## src/core/csl_pkg.sv

```systemverilog
// constants shared by the clock stop and strap latch block
// assumes a single 200 MHz system clock from which all output clocks are divided
package csl_pkg;

  // ----------------------------------------------------------------
  // clock and sizes
  // ----------------------------------------------------------------
  localparam int unsigned CLK_PERIOD_PS = 5000;
  localparam int unsigned NUM_HOST = 4;
  localparam int unsigned NUM_PCI = 6;
  localparam int unsigned NUM_DUAL = 5;

  // ----------------------------------------------------------------
  // half periods in system cycles
  // ----------------------------------------------------------------
  localparam logic [1:0] HOST_HALF_LAST = 2'h1;  // host half period 2 cycles, 50 MHz
  localparam logic [1:0] PCI_HALF_LAST = 2'h2;   // pci half period 3 cycles, 33.3 MHz
  localparam logic [3:0] DUAL_HALF_LAST_HI = 4'h4;  // strap 1: half period 5 cycles
  localparam logic [3:0] DUAL_HALF_LAST_LO = 4'h9;  // strap 0: half period 10 cycles

  // ----------------------------------------------------------------
  // power-up timer
  // ----------------------------------------------------------------
  localparam int unsigned PWRUP_TIME_US = 3000;
  localparam int unsigned PWRUP_CYCLES = (PWRUP_TIME_US * 1000000) / CLK_PERIOD_PS;
  localparam int unsigned PWRUP_W = 20;

  // ----------------------------------------------------------------
  // reset values
  // ----------------------------------------------------------------
  localparam logic [NUM_DUAL-1:0] CFG_RESET = 5'h00;

  // power-up sequence of the dual-function pins
  typedef enum logic [1:0] {
    CSL_WAIT_PG,
    CSL_HOLD_LOW,
    CSL_RUN
  } csl_pwr_e;

endpackage

```

## src/core/csl_top.sv

```systemverilog
// clock gating for host and stoppable pci clocks, plus strap latch of dual-function pins
// assumes stop inputs and power-good come from pins and strap pads resolve the pin level
`timescale 1ns/10ps
module csl_top import csl_pkg::*; #(
  parameter int unsigned PWRUP_LIMIT = PWRUP_CYCLES
) (
  // clock, reset, enable
  input wire logic sys_clk_i,
  input wire logic reset_n_i,
  input wire logic clk_en_i,
  // power-management pins
  input wire logic host_stop_n_i,
  input wire logic pci_stop_n_i,
  input wire logic pwr_good_i,
  // dual-function pins
  input wire logic [NUM_DUAL-1:0] dual_i,
  output logic [NUM_DUAL-1:0] dual_o,
  output logic [NUM_DUAL-1:0] dual_oe_o,
  // clock outputs
  output logic [NUM_HOST-1:0] host_clock_output_o,
  output logic mem_clk_o,
  output logic free_running_pci_clock_o,
  output logic [NUM_PCI-1:0] stoppable_pci_clock_o,
  // latched configuration
  output logic [NUM_DUAL-1:0] cfg_o
);

  // ----------------------------------------------------------------
  // input synchronisers
  // ----------------------------------------------------------------
  logic hstop_meta_reg, hstop_sync_reg, pstop_meta_reg, pstop_sync_reg, pg_meta_reg, pg_sync_reg;
  logic [NUM_DUAL-1:0] dual_meta_reg, dual_sync_reg;

  // pins are asynchronous to sys_clk_i; inactive stop and low power-good at reset
  always_ff @(posedge sys_clk_i or negedge reset_n_i) begin
    if (!reset_n_i) begin
      hstop_meta_reg <= 1'b1;
      hstop_sync_reg <= 1'b1;
      pstop_meta_reg <= 1'b1;
      pstop_sync_reg <= 1'b1;
      pg_meta_reg <= 1'b0;
      pg_sync_reg <= 1'b0;
      dual_meta_reg <= CFG_RESET;
      dual_sync_reg <= CFG_RESET;
    end else if (clk_en_i) begin
      hstop_meta_reg <= host_stop_n_i;
      hstop_sync_reg <= hstop_meta_reg;
      pstop_meta_reg <= pci_stop_n_i;
      pstop_sync_reg <= pstop_meta_reg;
      pg_meta_reg <= pwr_good_i;
      pg_sync_reg <= pg_meta_reg;
      dual_meta_reg <= dual_i;
      dual_sync_reg <= dual_meta_reg;
    end
  end

  // ----------------------------------------------------------------
  // host clock divider and gate
  // ----------------------------------------------------------------
  logic [1:0] host_cnt_reg;
  logic host_phase_reg, host_phase_next, host_en_reg, host_en_next, host_tick;

  // enable only moves on the falling step, so the pin is already low then
  always_comb begin
    host_tick = (host_cnt_reg == HOST_HALF_LAST);
    host_phase_next = host_tick ? ~host_phase_reg : host_phase_reg;
    host_en_next = (host_tick && host_phase_reg) ? hstop_sync_reg : host_en_reg;
  end

  always_ff @(posedge sys_clk_i or negedge reset_n_i) begin
    if (!reset_n_i) begin
      host_cnt_reg <= 2'h0;
      host_phase_reg <= 1'b0;
      host_en_reg <= 1'b1;
      host_clock_output_o <= '0;
      mem_clk_o <= 1'b0;
    end else if (clk_en_i) begin
      host_cnt_reg <= host_tick ? 2'h0 : host_cnt_reg + 2'h1;
      host_phase_reg <= host_phase_next;
      host_en_reg <= host_en_next;
      host_clock_output_o <= {NUM_HOST{host_phase_next & host_en_next}};
      mem_clk_o <= host_phase_next;  // memory clock never gated
    end
  end

  // ----------------------------------------------------------------
  // pci clock divider and gate
  // ----------------------------------------------------------------
  logic [1:0] pci_cnt_reg;
  logic pci_phase_reg, pci_phase_next, pci_en_reg, pci_en_next, pci_tick;

  // stop seen by the falling step ends the clock at that edge, well inside a period
  always_comb begin
    pci_tick = (pci_cnt_reg == PCI_HALF_LAST);
    pci_phase_next = pci_tick ? ~pci_phase_reg : pci_phase_reg;
    pci_en_next = (pci_tick && pci_phase_reg) ? pstop_sync_reg : pci_en_reg;
  end

  always_ff @(posedge sys_clk_i or negedge reset_n_i) begin
    if (!reset_n_i) begin
      pci_cnt_reg <= 2'h0;
      pci_phase_reg <= 1'b0;
      pci_en_reg <= 1'b1;
      stoppable_pci_clock_o <= '0;
      free_running_pci_clock_o <= 1'b0;
    end else if (clk_en_i) begin
      pci_cnt_reg <= pci_tick ? 2'h0 : pci_cnt_reg + 2'h1;
      pci_phase_reg <= pci_phase_next;
      pci_en_reg <= pci_en_next;
      stoppable_pci_clock_o <= {NUM_PCI{pci_phase_next & pci_en_next}};
      free_running_pci_clock_o <= pci_phase_next;
    end
  end

  // ----------------------------------------------------------------
  // strap latch and power-up timer
  // ----------------------------------------------------------------
  csl_pwr_e pwr_state_reg;
  logic [PWRUP_W-1:0] timer_reg;
  logic [NUM_DUAL-1:0] cfg_reg;

  // capture only leaves the wait state, so straps are taken once per power-on
  always_ff @(posedge sys_clk_i or negedge reset_n_i) begin
    if (!reset_n_i) begin
      pwr_state_reg <= CSL_WAIT_PG;
      timer_reg <= '0;
      cfg_reg <= CFG_RESET;
      dual_oe_o <= '0;
    end else if (clk_en_i) begin
      case (pwr_state_reg)
        CSL_WAIT_PG: begin
          if (pg_sync_reg) begin
            cfg_reg <= dual_sync_reg;
            dual_oe_o <= '1;
            timer_reg <= '0;
            pwr_state_reg <= CSL_HOLD_LOW;
          end
        end
        CSL_HOLD_LOW: begin
          if (timer_reg == PWRUP_W'(PWRUP_LIMIT - 1)) begin
            pwr_state_reg <= CSL_RUN;
          end else begin
            timer_reg <= timer_reg + PWRUP_W'(1);
          end
        end
        CSL_RUN: begin
          pwr_state_reg <= CSL_RUN;
        end
        default: begin
          pwr_state_reg <= CSL_WAIT_PG;
        end
      endcase
    end
  end

  always_ff @(posedge sys_clk_i or negedge reset_n_i) begin
    if (!reset_n_i) begin
      cfg_o <= CFG_RESET;
    end else if (clk_en_i) begin
      cfg_o <= cfg_reg;
    end
  end

  // ----------------------------------------------------------------
  // dual-function output dividers
  // ----------------------------------------------------------------
  // each pin runs its own divider; rate chosen by its captured strap bit
  for (genvar g = 0; g < NUM_DUAL; g++) begin : g_dual
    logic [3:0] dcnt_reg;
    logic [3:0] dlast;
    assign dlast = cfg_reg[g] ? DUAL_HALF_LAST_HI : DUAL_HALF_LAST_LO;
    always_ff @(posedge sys_clk_i or negedge reset_n_i) begin
      if (!reset_n_i) begin
        dcnt_reg <= 4'h0;
        dual_o[g] <= 1'b0;
      end else if (clk_en_i) begin
        if (pwr_state_reg != CSL_RUN) begin
          dcnt_reg <= 4'h0;
          dual_o[g] <= 1'b0;  // held low until the timer ends
        end else if (dcnt_reg == dlast) begin
          dcnt_reg <= 4'h0;
          dual_o[g] <= ~dual_o[g];
        end else begin
          dcnt_reg <= dcnt_reg + 4'h1;
        end
      end
    end
  end
endmodule

```

## config.mk

```make
export PLATFORM = sky130hd
export DESIGN_NAME = csl_top
export DESIGN_NICKNAME = d
export VERILOG_FILES = /design/src/core/csl_pkg.sv /design/src/core/csl_top.sv
export SDC_FILE = /design/constraint.sdc
export NUM_CORES = 1
export LEC_CHECK = 0
export CORE_MARGIN = 5
export CORE_UTILIZATION = 55
export DETAILED_ROUTE_END_ITERATION = 16
export DONT_BUFFER_PORTS = 1
export PLACE_DENSITY = 0.8
export SLEW_MARGIN = 20
export SYNTH_ARGS = -nofsm -noshare
export SYNTH_HDL_FRONTEND = slang
export SYNTH_SLANG_ARGS = --single-unit
export TNS_END_PERCENT = 10
```

## constraint.sdc

```tcl
create_clock -name sys_clk_i -period 2.75 [get_ports sys_clk_i]
set_clock_uncertainty 0.1 [all_clocks]
set_input_delay 0.55 -clock sys_clk_i [delete_from_list [all_inputs] [get_ports sys_clk_i]]
set_output_delay 0.55 -clock sys_clk_i [all_outputs]
set_load 0.02 [all_outputs]
```

Word-level counts from Yosys, hierarchy flattened
Index checks and enable logic that the tools add are counted.

Input bits: 11. Word-level logic and storage cells: 116. Flip-flop bits (word level): 84. Latch bits: 0. RAM bits: 0. Bits in read-only memories: 0. Memories kept: 0. Output and inout port bits: 27.

Reduce and logical (&&, ||, !) cells: 17. Add/sub/neg operators: 8. Eq/ne operators: 14. $mul: 0. Shifts and indexed selects: 0. $lt $le $gt $ge: 0. Multiplexer cells: 37. Divide/modulo/power cells: 0. Bitwise gates (word level): 9.

Operators with widths (number): 2-to-1 mux 4 bit (15); 2-to-1 mux 20 bit (2); case mux 20 bit (2 select lines) (1); adder 20 x 1 -> 20 bit (second input constant) (1); adder 4 x 1 -> 4 bit (second input constant) (5); equality test 20 bit (second input constant) (1); equality test 4 bit (5); 2-to-1 mux 1 bit (14); nonzero test 2 bit (6); AND reduction 2 bit (5); 2-to-1 mux 2 bit (4); inequality test 2 bit (second input constant) (4); NOT 1 bit (7); case mux 2 bit (3 select lines) (1); AND reduction 3 bit (2); adder 2 x 1 -> 2 bit (second input constant) (2); equality test 2 x 1 -> 1 bit (second input constant) (2); equality test 2 bit (second input constant) (2); AND reduction 4 bit (1); bitwise AND 1 bit (2); logical AND 1 bit (2); zero test 2 bit (1).

Depth between registers and ports, before layout
Gate-level depths: netlist (run 1).

Depth after elaboration: 4. Gate-level depth with buffers: 9. Mapped depth without buffers: 7.

Least setup slack after synthesis (run 1)
OpenSTA, ideal clock, no wires.

Kind: register to register. From: register timer_reg[0]. To: register pwr_state_reg[0]. Path buffers: 0. Path slack: 0.834 ns. Required time: 2.523 ns. Arrival: 1.689 ns. Clock period less this slack: 1.916 ns. Stages on the path, launching flop included: 7. Path through: dfrtp_1 -> ha_1 -> nand3_1 -> nor3_2 -> nand3_2 -> a221o_1 -> mux2_1.

Cells in the longest elaborated chain, start to end: 3.

RTL lines: start: declaration (line csl_top.sv:119) `logic [PWRUP_W-1:0] timer_reg;`; start signal: assignment (line csl_top.sv:143) `timer_reg <= timer_reg + PWRUP_W'(1);`; equality test 20 bit (line csl_top.sv:140) `if (timer_reg == PWRUP_W'(PWRUP_LIMIT - 1)) begin`; inequality test 2 bit (no source line); AND reduction 3 bit (no source line); end signal: assignment (line csl_top.sv:141) `pwr_state_reg <= CSL_RUN;`; end signal: assignment (line csl_top.sv:147) `pwr_state_reg <= CSL_RUN;`; end signal: assignment (line csl_top.sv:150) `pwr_state_reg <= CSL_WAIT_PG;`; end: declaration (line csl_top.sv:118) `csl_pwr_e pwr_state_reg;`.

No other way between the ends. A chain may end at the register's enable or synchronous reset.

Worst setup path after layout (run 1)
From: register pwr_state_reg[0]. To: register timer_reg[4].

Cells in the longest elaborated chain, start to end: 3. Elaborated cells between the ends (all ways): 7.

RTL lines: start signal: assignment (line csl_top.sv:125) `pwr_state_reg <= CSL_WAIT_PG;`; start signal: assignment (line csl_top.sv:136) `pwr_state_reg <= CSL_HOLD_LOW;`; start signal: assignment (line csl_top.sv:141); equality test 2 x 1 -> 1 bit / zero test 2 bit (equally long branches) (line csl_top.sv:130) `case (pwr_state_reg)`; inequality test 2 bit (no source line) / nonzero test 2 bit (equally long branches); AND reduction 4 bit (no source line).

Parallel ways exist; a longest one is shown, timed or not.

==> Implementation_results.wiki, run 1 <==
{| class="wikitable"
! Metric !! Value
|-
| Run status || complete, no violations
|-
| Violation count after the first detailed-routing iteration || 189
|-
| Post-synth EDFFs || 0
|-
| Class of the most critical setup path || flop to flop
|-
| Top Ports || 38
|-
| Maximum fanout along the worst path || 19
|-
| Layout-stage area growth over the synthesis result || 5.18%
|-
| Die area || 9550 µm²
|-
| Detail Route met3 WL || 364 µm
|-
| Gate count after technology mapping || 381
|-
| Number of slew-limit violations in the final report || 0
|-
| Setup TNS Final || 0 ps
|-
| P per Cell Area || 894 nW/µm²
|-
| Cell type with the largest total area after synthesis || dfrtp_1
|-
| Routed wire length per instance || 16.4 µm
|-
| Resize count post-CTS || 0
|-
| Share of the yosys chip area belonging to registers || 0.499
|-
| Row count || 32
|-
| Leakage Power || 0.00193 µW
|-
| Via-per-instance ratio || 6.02
|-
| Slew @ Worst Pin || 891 ps
|-
| Data arrival time of the critical path || 2340 ps
|-
| Setup repair after global routing missed its margin || no
|-
| Number of hold buffers added after CTS || 2
|-
| Post-Route M1 WL || 3370 µm
|-
| Yosys warning total || 0
|-
| Routability congestion estimate from global placement || 0.821
|-
| Chip width || 97.7 µm
|-
| Starting density of the core || 0.556
|-
| Most frequent cell after synthesis || dfrtp_1
|-
| Sinks on the clock net || 84
|-
| TritonCTS clock tree || done
|-
| Met2 WL || 3950 µm
|-
| Synthesized net count || 404
|-
| Peak Freq || 459 MHz
|-
| Syn Area/Cell || 11.1 µm²
|-
| Ratio of cells with drive above 1 in the final layout || 0.189
|-
| Total power || 3980 µW
|-
| Congestion Overflow GR || 0
|-
| HPWL after detailed placement || 5220 µm
|-
| Nets || 394
|-
| Net Switching || 1450 µW
|-
| Via Count || 2876
|-
| Comb pwr share || 0.249
|-
| Internal || 2530 µW
|-
| Clock insertion delay at the later pin of the skew report || 360 ps
|-
| Critical Path RT || 2910 ps
|-
| Tmin final || 2180 ps
|-
| Post-CTS setup buffer count || 0
|-
| Synth Flop Type || dfrtp_1
|-
| Total Routed Length || 7830 µm
|-
| Nature of the critical path endpoint || flop
|-
| Clock transition at the register clock pins on the worst setup and hold paths after CTS || 90 ps
|-
| Synth top area share || 0.461
|-
| Gr usage total || 0.174
|-
| Global-route wire length before repair || 13700 µm
|-
| Headroom to the max-slew limit || 0.406
|-
| Most area-consuming cells after synthesis || dfrtp_1, mux2_2, dfstp_2, ha_1, o21ai_0
|-
| Max-cap violation count || 0
|-
| Placeable core region || 7610 µm²
|-
| Count of state elements after synthesis || 84
|-
| Proportion of total power due to net switching || 0.365
|-
| Share of flip-flops with an asynchronous set or reset || 1.00
|-
| Largest net degree at the start of global routing || 85
|-
| Vias in the first global route || 2898
|-
| Final hold vios || 0
|-
| Top cells by instance count after synthesis || dfrtp_1, nand2_1, mux2_2
|-
| Residual DRC || 0
|-
| Final critical-path share of the clock period || 0.792
|-
| Part of the power in the clock network || 0.243
|-
| Number of routed nets with antenna violations || 0
|-
| Antenna Cells || 0
|-
| Highest metal layer with signal wires || met4
|-
| Number of endpoints failing setup at the final stage || 0
|-
| Initial antenna violation count || 0
|-
| Port Buffer Count || 0
|-
| Root Driver || clkbuf_8
|-
| Floorplan die height || 97.7 µm
|-
| Mapped cell area || 4230 µm²
|-
| Detailed-routing iteration count for the pre-antenna-repair pass || 4
|-
| Synth cell types || 56
|-
| Number of H-tree levels || 3
|-
| Buffer depth of the longest clock path || 2
|-
| Peak VDD IR || 694 µV
|-
| Tightest Hold Check Type || input pin to flop
|-
| Number of buffers inserted during clock tree synthesis || 9
|-
| Sort of element at the start of the critical path || flop
|-
| Sequential Power Share || 0.508
|}
cell type report:
cell class	count	area, µm²
Fill cell	618	3160
Clock buffer	11	131
Sequential cell	84	2110
Inverter	9	33.8
Multi-Input combinational cell	260	1890
Timing Repair Buffer	7	75.1
Clock inverter	5	85.1
Tap cell	102	128
layer usage:
layer / global-route usage / up-vias
li1: - / 1375
met1: 0.211 / 1420
met2: 0.293 / 67
met3: 0.0438 / 14
met4: 0.0756 / 0
met5: 0 / -
cells in the final DEF, fill, tap and decap left out, drive strengths merged, types with 3 or more instances in the layout:
cell type,instances
ha,12
nor2b,5
nor4bb,7
o41ai,3
a22o,10
and3,5
nand2,35
dfstp,6
nand3,19
o21ai,29
a21oi,8
o2bb2ai,13
clkbuf,11
nand4,3
nor3,7
inv,9
dfrtp,78
mux2,34
buf,6
o31ai,7
mux2i,5
nor2,18
a31oi,12
stage by stage:
stage	setup slack (ps)	utilization	cell area, µm²	instances	hold WS, ps
floorplan	834	-	4230	381	154
global placement	706	0.551	4200	460	159
detailed placement	594	0.551	4200	460	160
CTS	558	0.585	4450	478	161
global route	379	0.585	4450	478	153
finish	572	0.585	4450	478	172
path summary, 6_finish.rpt:
path,startpoint,to,slack [ps],depth (start not counted)
worst max register to register,pwr_state_reg[0],timer_reg[4],570,7
max in group asynchronous,reset_n_i,hstop_sync_reg,1520,2
worst max-delay path,pwr_state_reg[0],timer_reg[4],570,7
min in group asynchronous,reset_n_i,dual_meta_reg[2],640,2
worst min register to register,host_cnt_reg[0],host_cnt_reg[0],380,1
worst min-delay path,clk_en_i,host_cnt_reg[0],170,1
critical path: stages, from the launching register on:
cell	delay, ps
dfrtp_1	410
inv_1	130
ha_1	210
mux2_2	360
nand2_1	430
o21ai_0	150
a31o_2	230
o31ai_1	60
power by group through the flow:
stage          Clock [µW]  Combinational [µW]  Sequential, µW
2_1_floorplan           0                 918            1930
3_3_place_gp            0                 897            2020
3_5_place_dp            0                 966            2050
4_1_cts               982                1000            2030
5_1_grt              1030                1130            2080
6_report              966                 990            2020
cell families after synthesis:
group / count (synthesis) / share of synthesized area
multiplexers: 39 / 0.102
buffers and inverters: 37 / 0.0553
AO/OA/AOI/OAI: 93 / 0.149
adder cells (fa/ha/maj): 12 / 0.0355
XOR/XNOR: 1 / 0.00207
AND/OR/NAND/NOR: 115 / 0.157
flip-flops: 84 / 0.499
Power figures use the tool's default switching activity.
==> inputs of run 2 (changes only) <==
ABC_AREA = 1   (was default)
PLACE_DENSITY = 0.83   (was 0.8)
clock period = 1.8 ns   (was 2.75 ns; I/O delays follow)
==> run 2 against run 1 <==
- the flow now finishes with violations (hold timing)
- sequential power is 41% higher
- final area is 5.0% higher
- setup slack worse by 460 ps
- cell count is 40% higher
- die area is 3.2% higher
- flip-flop and latch count stayed put
- synthesized area is 3.6% higher
- routed wire length is 12% higher
- clock power is 24% higher
- worst hold slack worse by 580 ps
- largest cell class unchanged
- combinational power is 74% higher
- first-iteration DRC count is 20% higher
==> Implementation_results.wiki, run 2 <==
{| class="wikitable"
! Metric !! Value
|-
| Floorplan die height || 99.3 µm (+1.6%)
|-
| Cell area after layout || 4670 µm² (+5.0%)
|-
| Chip width || 99.3 µm (+1.6%)
|-
| Area of placed instances || 4400 µm² (+4.9%)
|-
| Top library cells by usage in the layout, fill and taps aside || nand2_1, dfrtp_1, nor2_1, inv_1
|-
| Port Buffer Count || 0 (unchanged)
|-
| Violation count after the first detailed-routing iteration || 227 (+20%)
|-
| Synthesized net count || 588 (+46%)
|-
| Cell-by-cell listing of the critical path || ha_1 -> nand3_2 -> nor2_1 -> nand3_1 -> nand2_4 -> nand2_8 -> nand2_8 -> nand2_1 -> nand2_1
|-
| Initial antenna violation count || 0 (unchanged)
|-
| Yosys warning total || 0 (unchanged)
|-
| Global-route wire length before repair || 15300 µm (+12%)
|-
| Peak VDD IR || 1050 µV (+52%)
|-
| Largest net degree at the start of global routing || 85 (unchanged)
|-
| HPWL after detailed placement || 5780 µm (+11%)
|-
| Routability congestion estimate from global placement || 0.905 (+10%)
|-
| Synth cell types || 32 (-43%)
|-
| Total Routed Length || 8780 µm (+12%)
|-
| Synth top area share || 0.445 (-0.0161)
|-
| Syn Area/Cell || 7.76 µm² (-30%)
|-
| Class of the most critical setup path || flop to flop
|-
| Via-per-instance ratio || 5.39 (-10%)
|-
| Mapped cell area || 4380 µm² (+3.6%)
|-
| Most area-consuming cells after synthesis || dfrtp_1, nand2_1, nor2_1, inv_1, nand3_1
|-
| Number of endpoints failing setup at the final stage || 0 (unchanged)
|-
| Gr usage total || 0.184 (+0.0108)
|-
| TritonCTS clock tree || done
|-
| Synth Flop Type || dfrtp_1
|-
| Number of buffers inserted during clock tree synthesis || 9 (unchanged)
|-
| Tightest Hold Check Type || input pin to asynchronous set/reset pin
|-
| Multi-input logic area || 1960 µm² (+3.8%)
|-
| Root Driver || clkbuf_8
|-
| Peak Freq || 593 MHz (+29%)
|-
| Clock transition at the register clock pins on the worst setup and hold paths after CTS || 90 ps (about the same)
|-
| Leakage Power || 0.00224 µW (+16%)
|-
| Worst r2r src || timer_reg[0]
|-
| Number of placed cells counting well taps || 646 (+40%)
|-
| P per Cell Area || 1230 nW/µm² (+38%)
|-
| Antenna Cells || 0 (unchanged)
|-
| Worst Hold Slack || -408 ps (-580 ps)
|-
| Critical Path Max Stage Delay || 400 ps (-30 ps)
|-
| Headroom to the max-slew limit || 0.431 (+0.0253)
|-
| Sinks on the clock net || 84 (unchanged)
|-
| Top Ports || 38 (unchanged)
|-
| Top cells by instance count after synthesis || nand2_1, dfrtp_1, nor2_1
|-
| Number of routed nets with antenna violations || 0 (unchanged)
|-
| End of the worst register-to-register path || timer_reg[11]
|-
| Layout Cells excl Fill || 667 (+40%)
|-
| Sort of element at the start of the critical path || flop
|-
| Cell type with the largest total area after synthesis || dfrtp_1
|-
| Routed wire length per instance || 13.2 µm (-20%)
|-
| Detailed-routing iteration count for the pre-antenna-repair pass || 5 (+1)
|-
| Final hold vios || 84 (+84)
|-
| Most frequent cell after synthesis || nand2_1
|-
| Vias in the first global route || 3420 (+18%)
|-
| Clock insertion delay at the later pin of the skew report || 350 ps (about the same)
|-
| Starting density of the core || 0.567 (+0.0111)
|-
| Count of state elements after synthesis || 84 (unchanged)
|-
| Congestion Overflow GR || 0 (unchanged)
|-
| Failing checks || hold timing
|-
| Run status || complete, but fails checks
|-
| Row count || 32 (unchanged)
|-
| Nets || 583 (+48%)
|-
| Register cell area after layout || 2110 µm² (unchanged)
|-
| Most common cell after layout, fill and taps aside || nand2_1
|-
| Max-cap violation count || 0 (unchanged)
|-
| Residual DRC || 0 (unchanged)
|-
| Via Count || 3593 (+25%)
|-
| Fill cell total of the finished layout || 659 (+6.6%)
|-
| Layout-stage area growth over the synthesis result || 6.57%
|-
| Final critical-path share of the clock period || 0.937 (+0.145)
|-
| Share of the yosys chip area belonging to registers || 0.481 (-0.0174)
|-
| Buffer depth of the longest clock path || 2 (unchanged)
|-
| Worst reg2reg path depth || 9 (+2)
|-
| Data arrival time of the critical path || 1880 ps (-460 ps)
|-
| Critical Path RT || 1990 ps (-920 ps)
|-
| Number of slew-limit violations in the final report || 0 (unchanged)
|-
| Gate count after technology mapping || 565 (+48%)
|-
| Register-to-register setup slack || 110 ps (-460 ps)
|-
| Maximum fanout along the worst path || 14 (-5)
|-
| Post-synth EDFFs || 0 (unchanged)
|-
| Nature of the critical path endpoint || flop
|-
| Share of flip-flops with an asynchronous set or reset || 1.00 (unchanged)
|-
| Core occupancy in the finished layout || 0.604 (+0.0196)
|-
| Tmin final || 1690 ps (-492 ps)
|-
| Die area || 9850 µm² (+3.2%)
|-
| Slowest stage cell on the critical path || dfrtp_1
|-
| Placeable core region || 7730 µm² (+1.6%)
|-
| Slew @ Worst Pin || 850 ps (-40.8 ps)
|-
| Ratio of cells with drive above 1 in the final layout || 0.0779 (-0.111)
|-
| Number of H-tree levels || 3 (unchanged)
|-
| Number of hold buffers added after CTS || 3 (+1)
|}
## run 2: layout make-up
type,count,area share
Multi-Input combinational cell,403,0.419
Clock inverter,7,0.0110
Inverter,47,0.0378
Clock buffer,9,0.0265
Sequential cell,84,0.452
Timing Repair Buffer,15,0.0265
Tap cell,102,0.0273
## run 2: kinds of logic after synthesis
logic type,count (synthesis),synth area share
buf+inv,79,0.0845
flops,84,0.481
simple gates,305,0.282
fa+ha+maj,12,0.0343
compound gates,74,0.0956
xor+xnor,11,0.0220
## run 2: worst max path at each step
stage | slack [ps] | end | cells after the start | startpoint
after floorplan | 200 | timer_reg[15] | 9 | pwr_state_reg[1]
after detailed placement | 110 | timer_reg[2] | 9 | timer_reg[0]
after global placement | 150 | timer_reg[19] | 9 | timer_reg[0]
after CTS | 90 | timer_reg[2] | 9 | timer_reg[0]
final | 110 | timer_reg[11] | 9 | timer_reg[0]
after global routing | -20 | timer_reg[15] | 9 | timer_reg[0]
## run 2: where the power goes
group	switching (µW)	internal [µW]
sequential	508	2330
clock	694	507
combinational	1130	588
total	2340	3420
## run 2: worst max-delay path: cells and delay by family, from the launching register on
| family | cells | cell delay, ps |
|---|---|---|
| adders and majority gates | 1 | 230 |
| and+or+nand+nor | 8 | 890 |
| DFF | 1 | 400 |
## run 2: routing by layer
layer / wire length, µm / GRT usage / part of all wire / vias to the layer above
met2: 4180 / 0.305 / 0.48 / 123
li1: - / - / - / 1768
met4: 167 / 0.0609 / 0.019 / 0
met1: 3850 / 0.242 / 0.44 / 1680
met5: 0 / 0 / 0 / -
met3: 589 / 0.0393 / 0.067 / 22
## run 2: repair_timing
item / in CTS / in global routing
gates resized for setup: 0 / 8
setup endpoints to repair: 0 / 20
buffers inserted: 0 / 1
endpoints found under the hold margin: 105 / 84
## run 2: per-stage QoR
stage	total power (µW)	worst slack, ps	hold slack, ps	TNS (ps)
finish	5760	114	-408	0
global route	6180	-19.5	-436	-152
CTS	5650	86.7	-422	0
detailed placement	4430	113	-30.6	0
global placement	4320	153	-31.2	0
floorplan	4150	204	-35.6	0
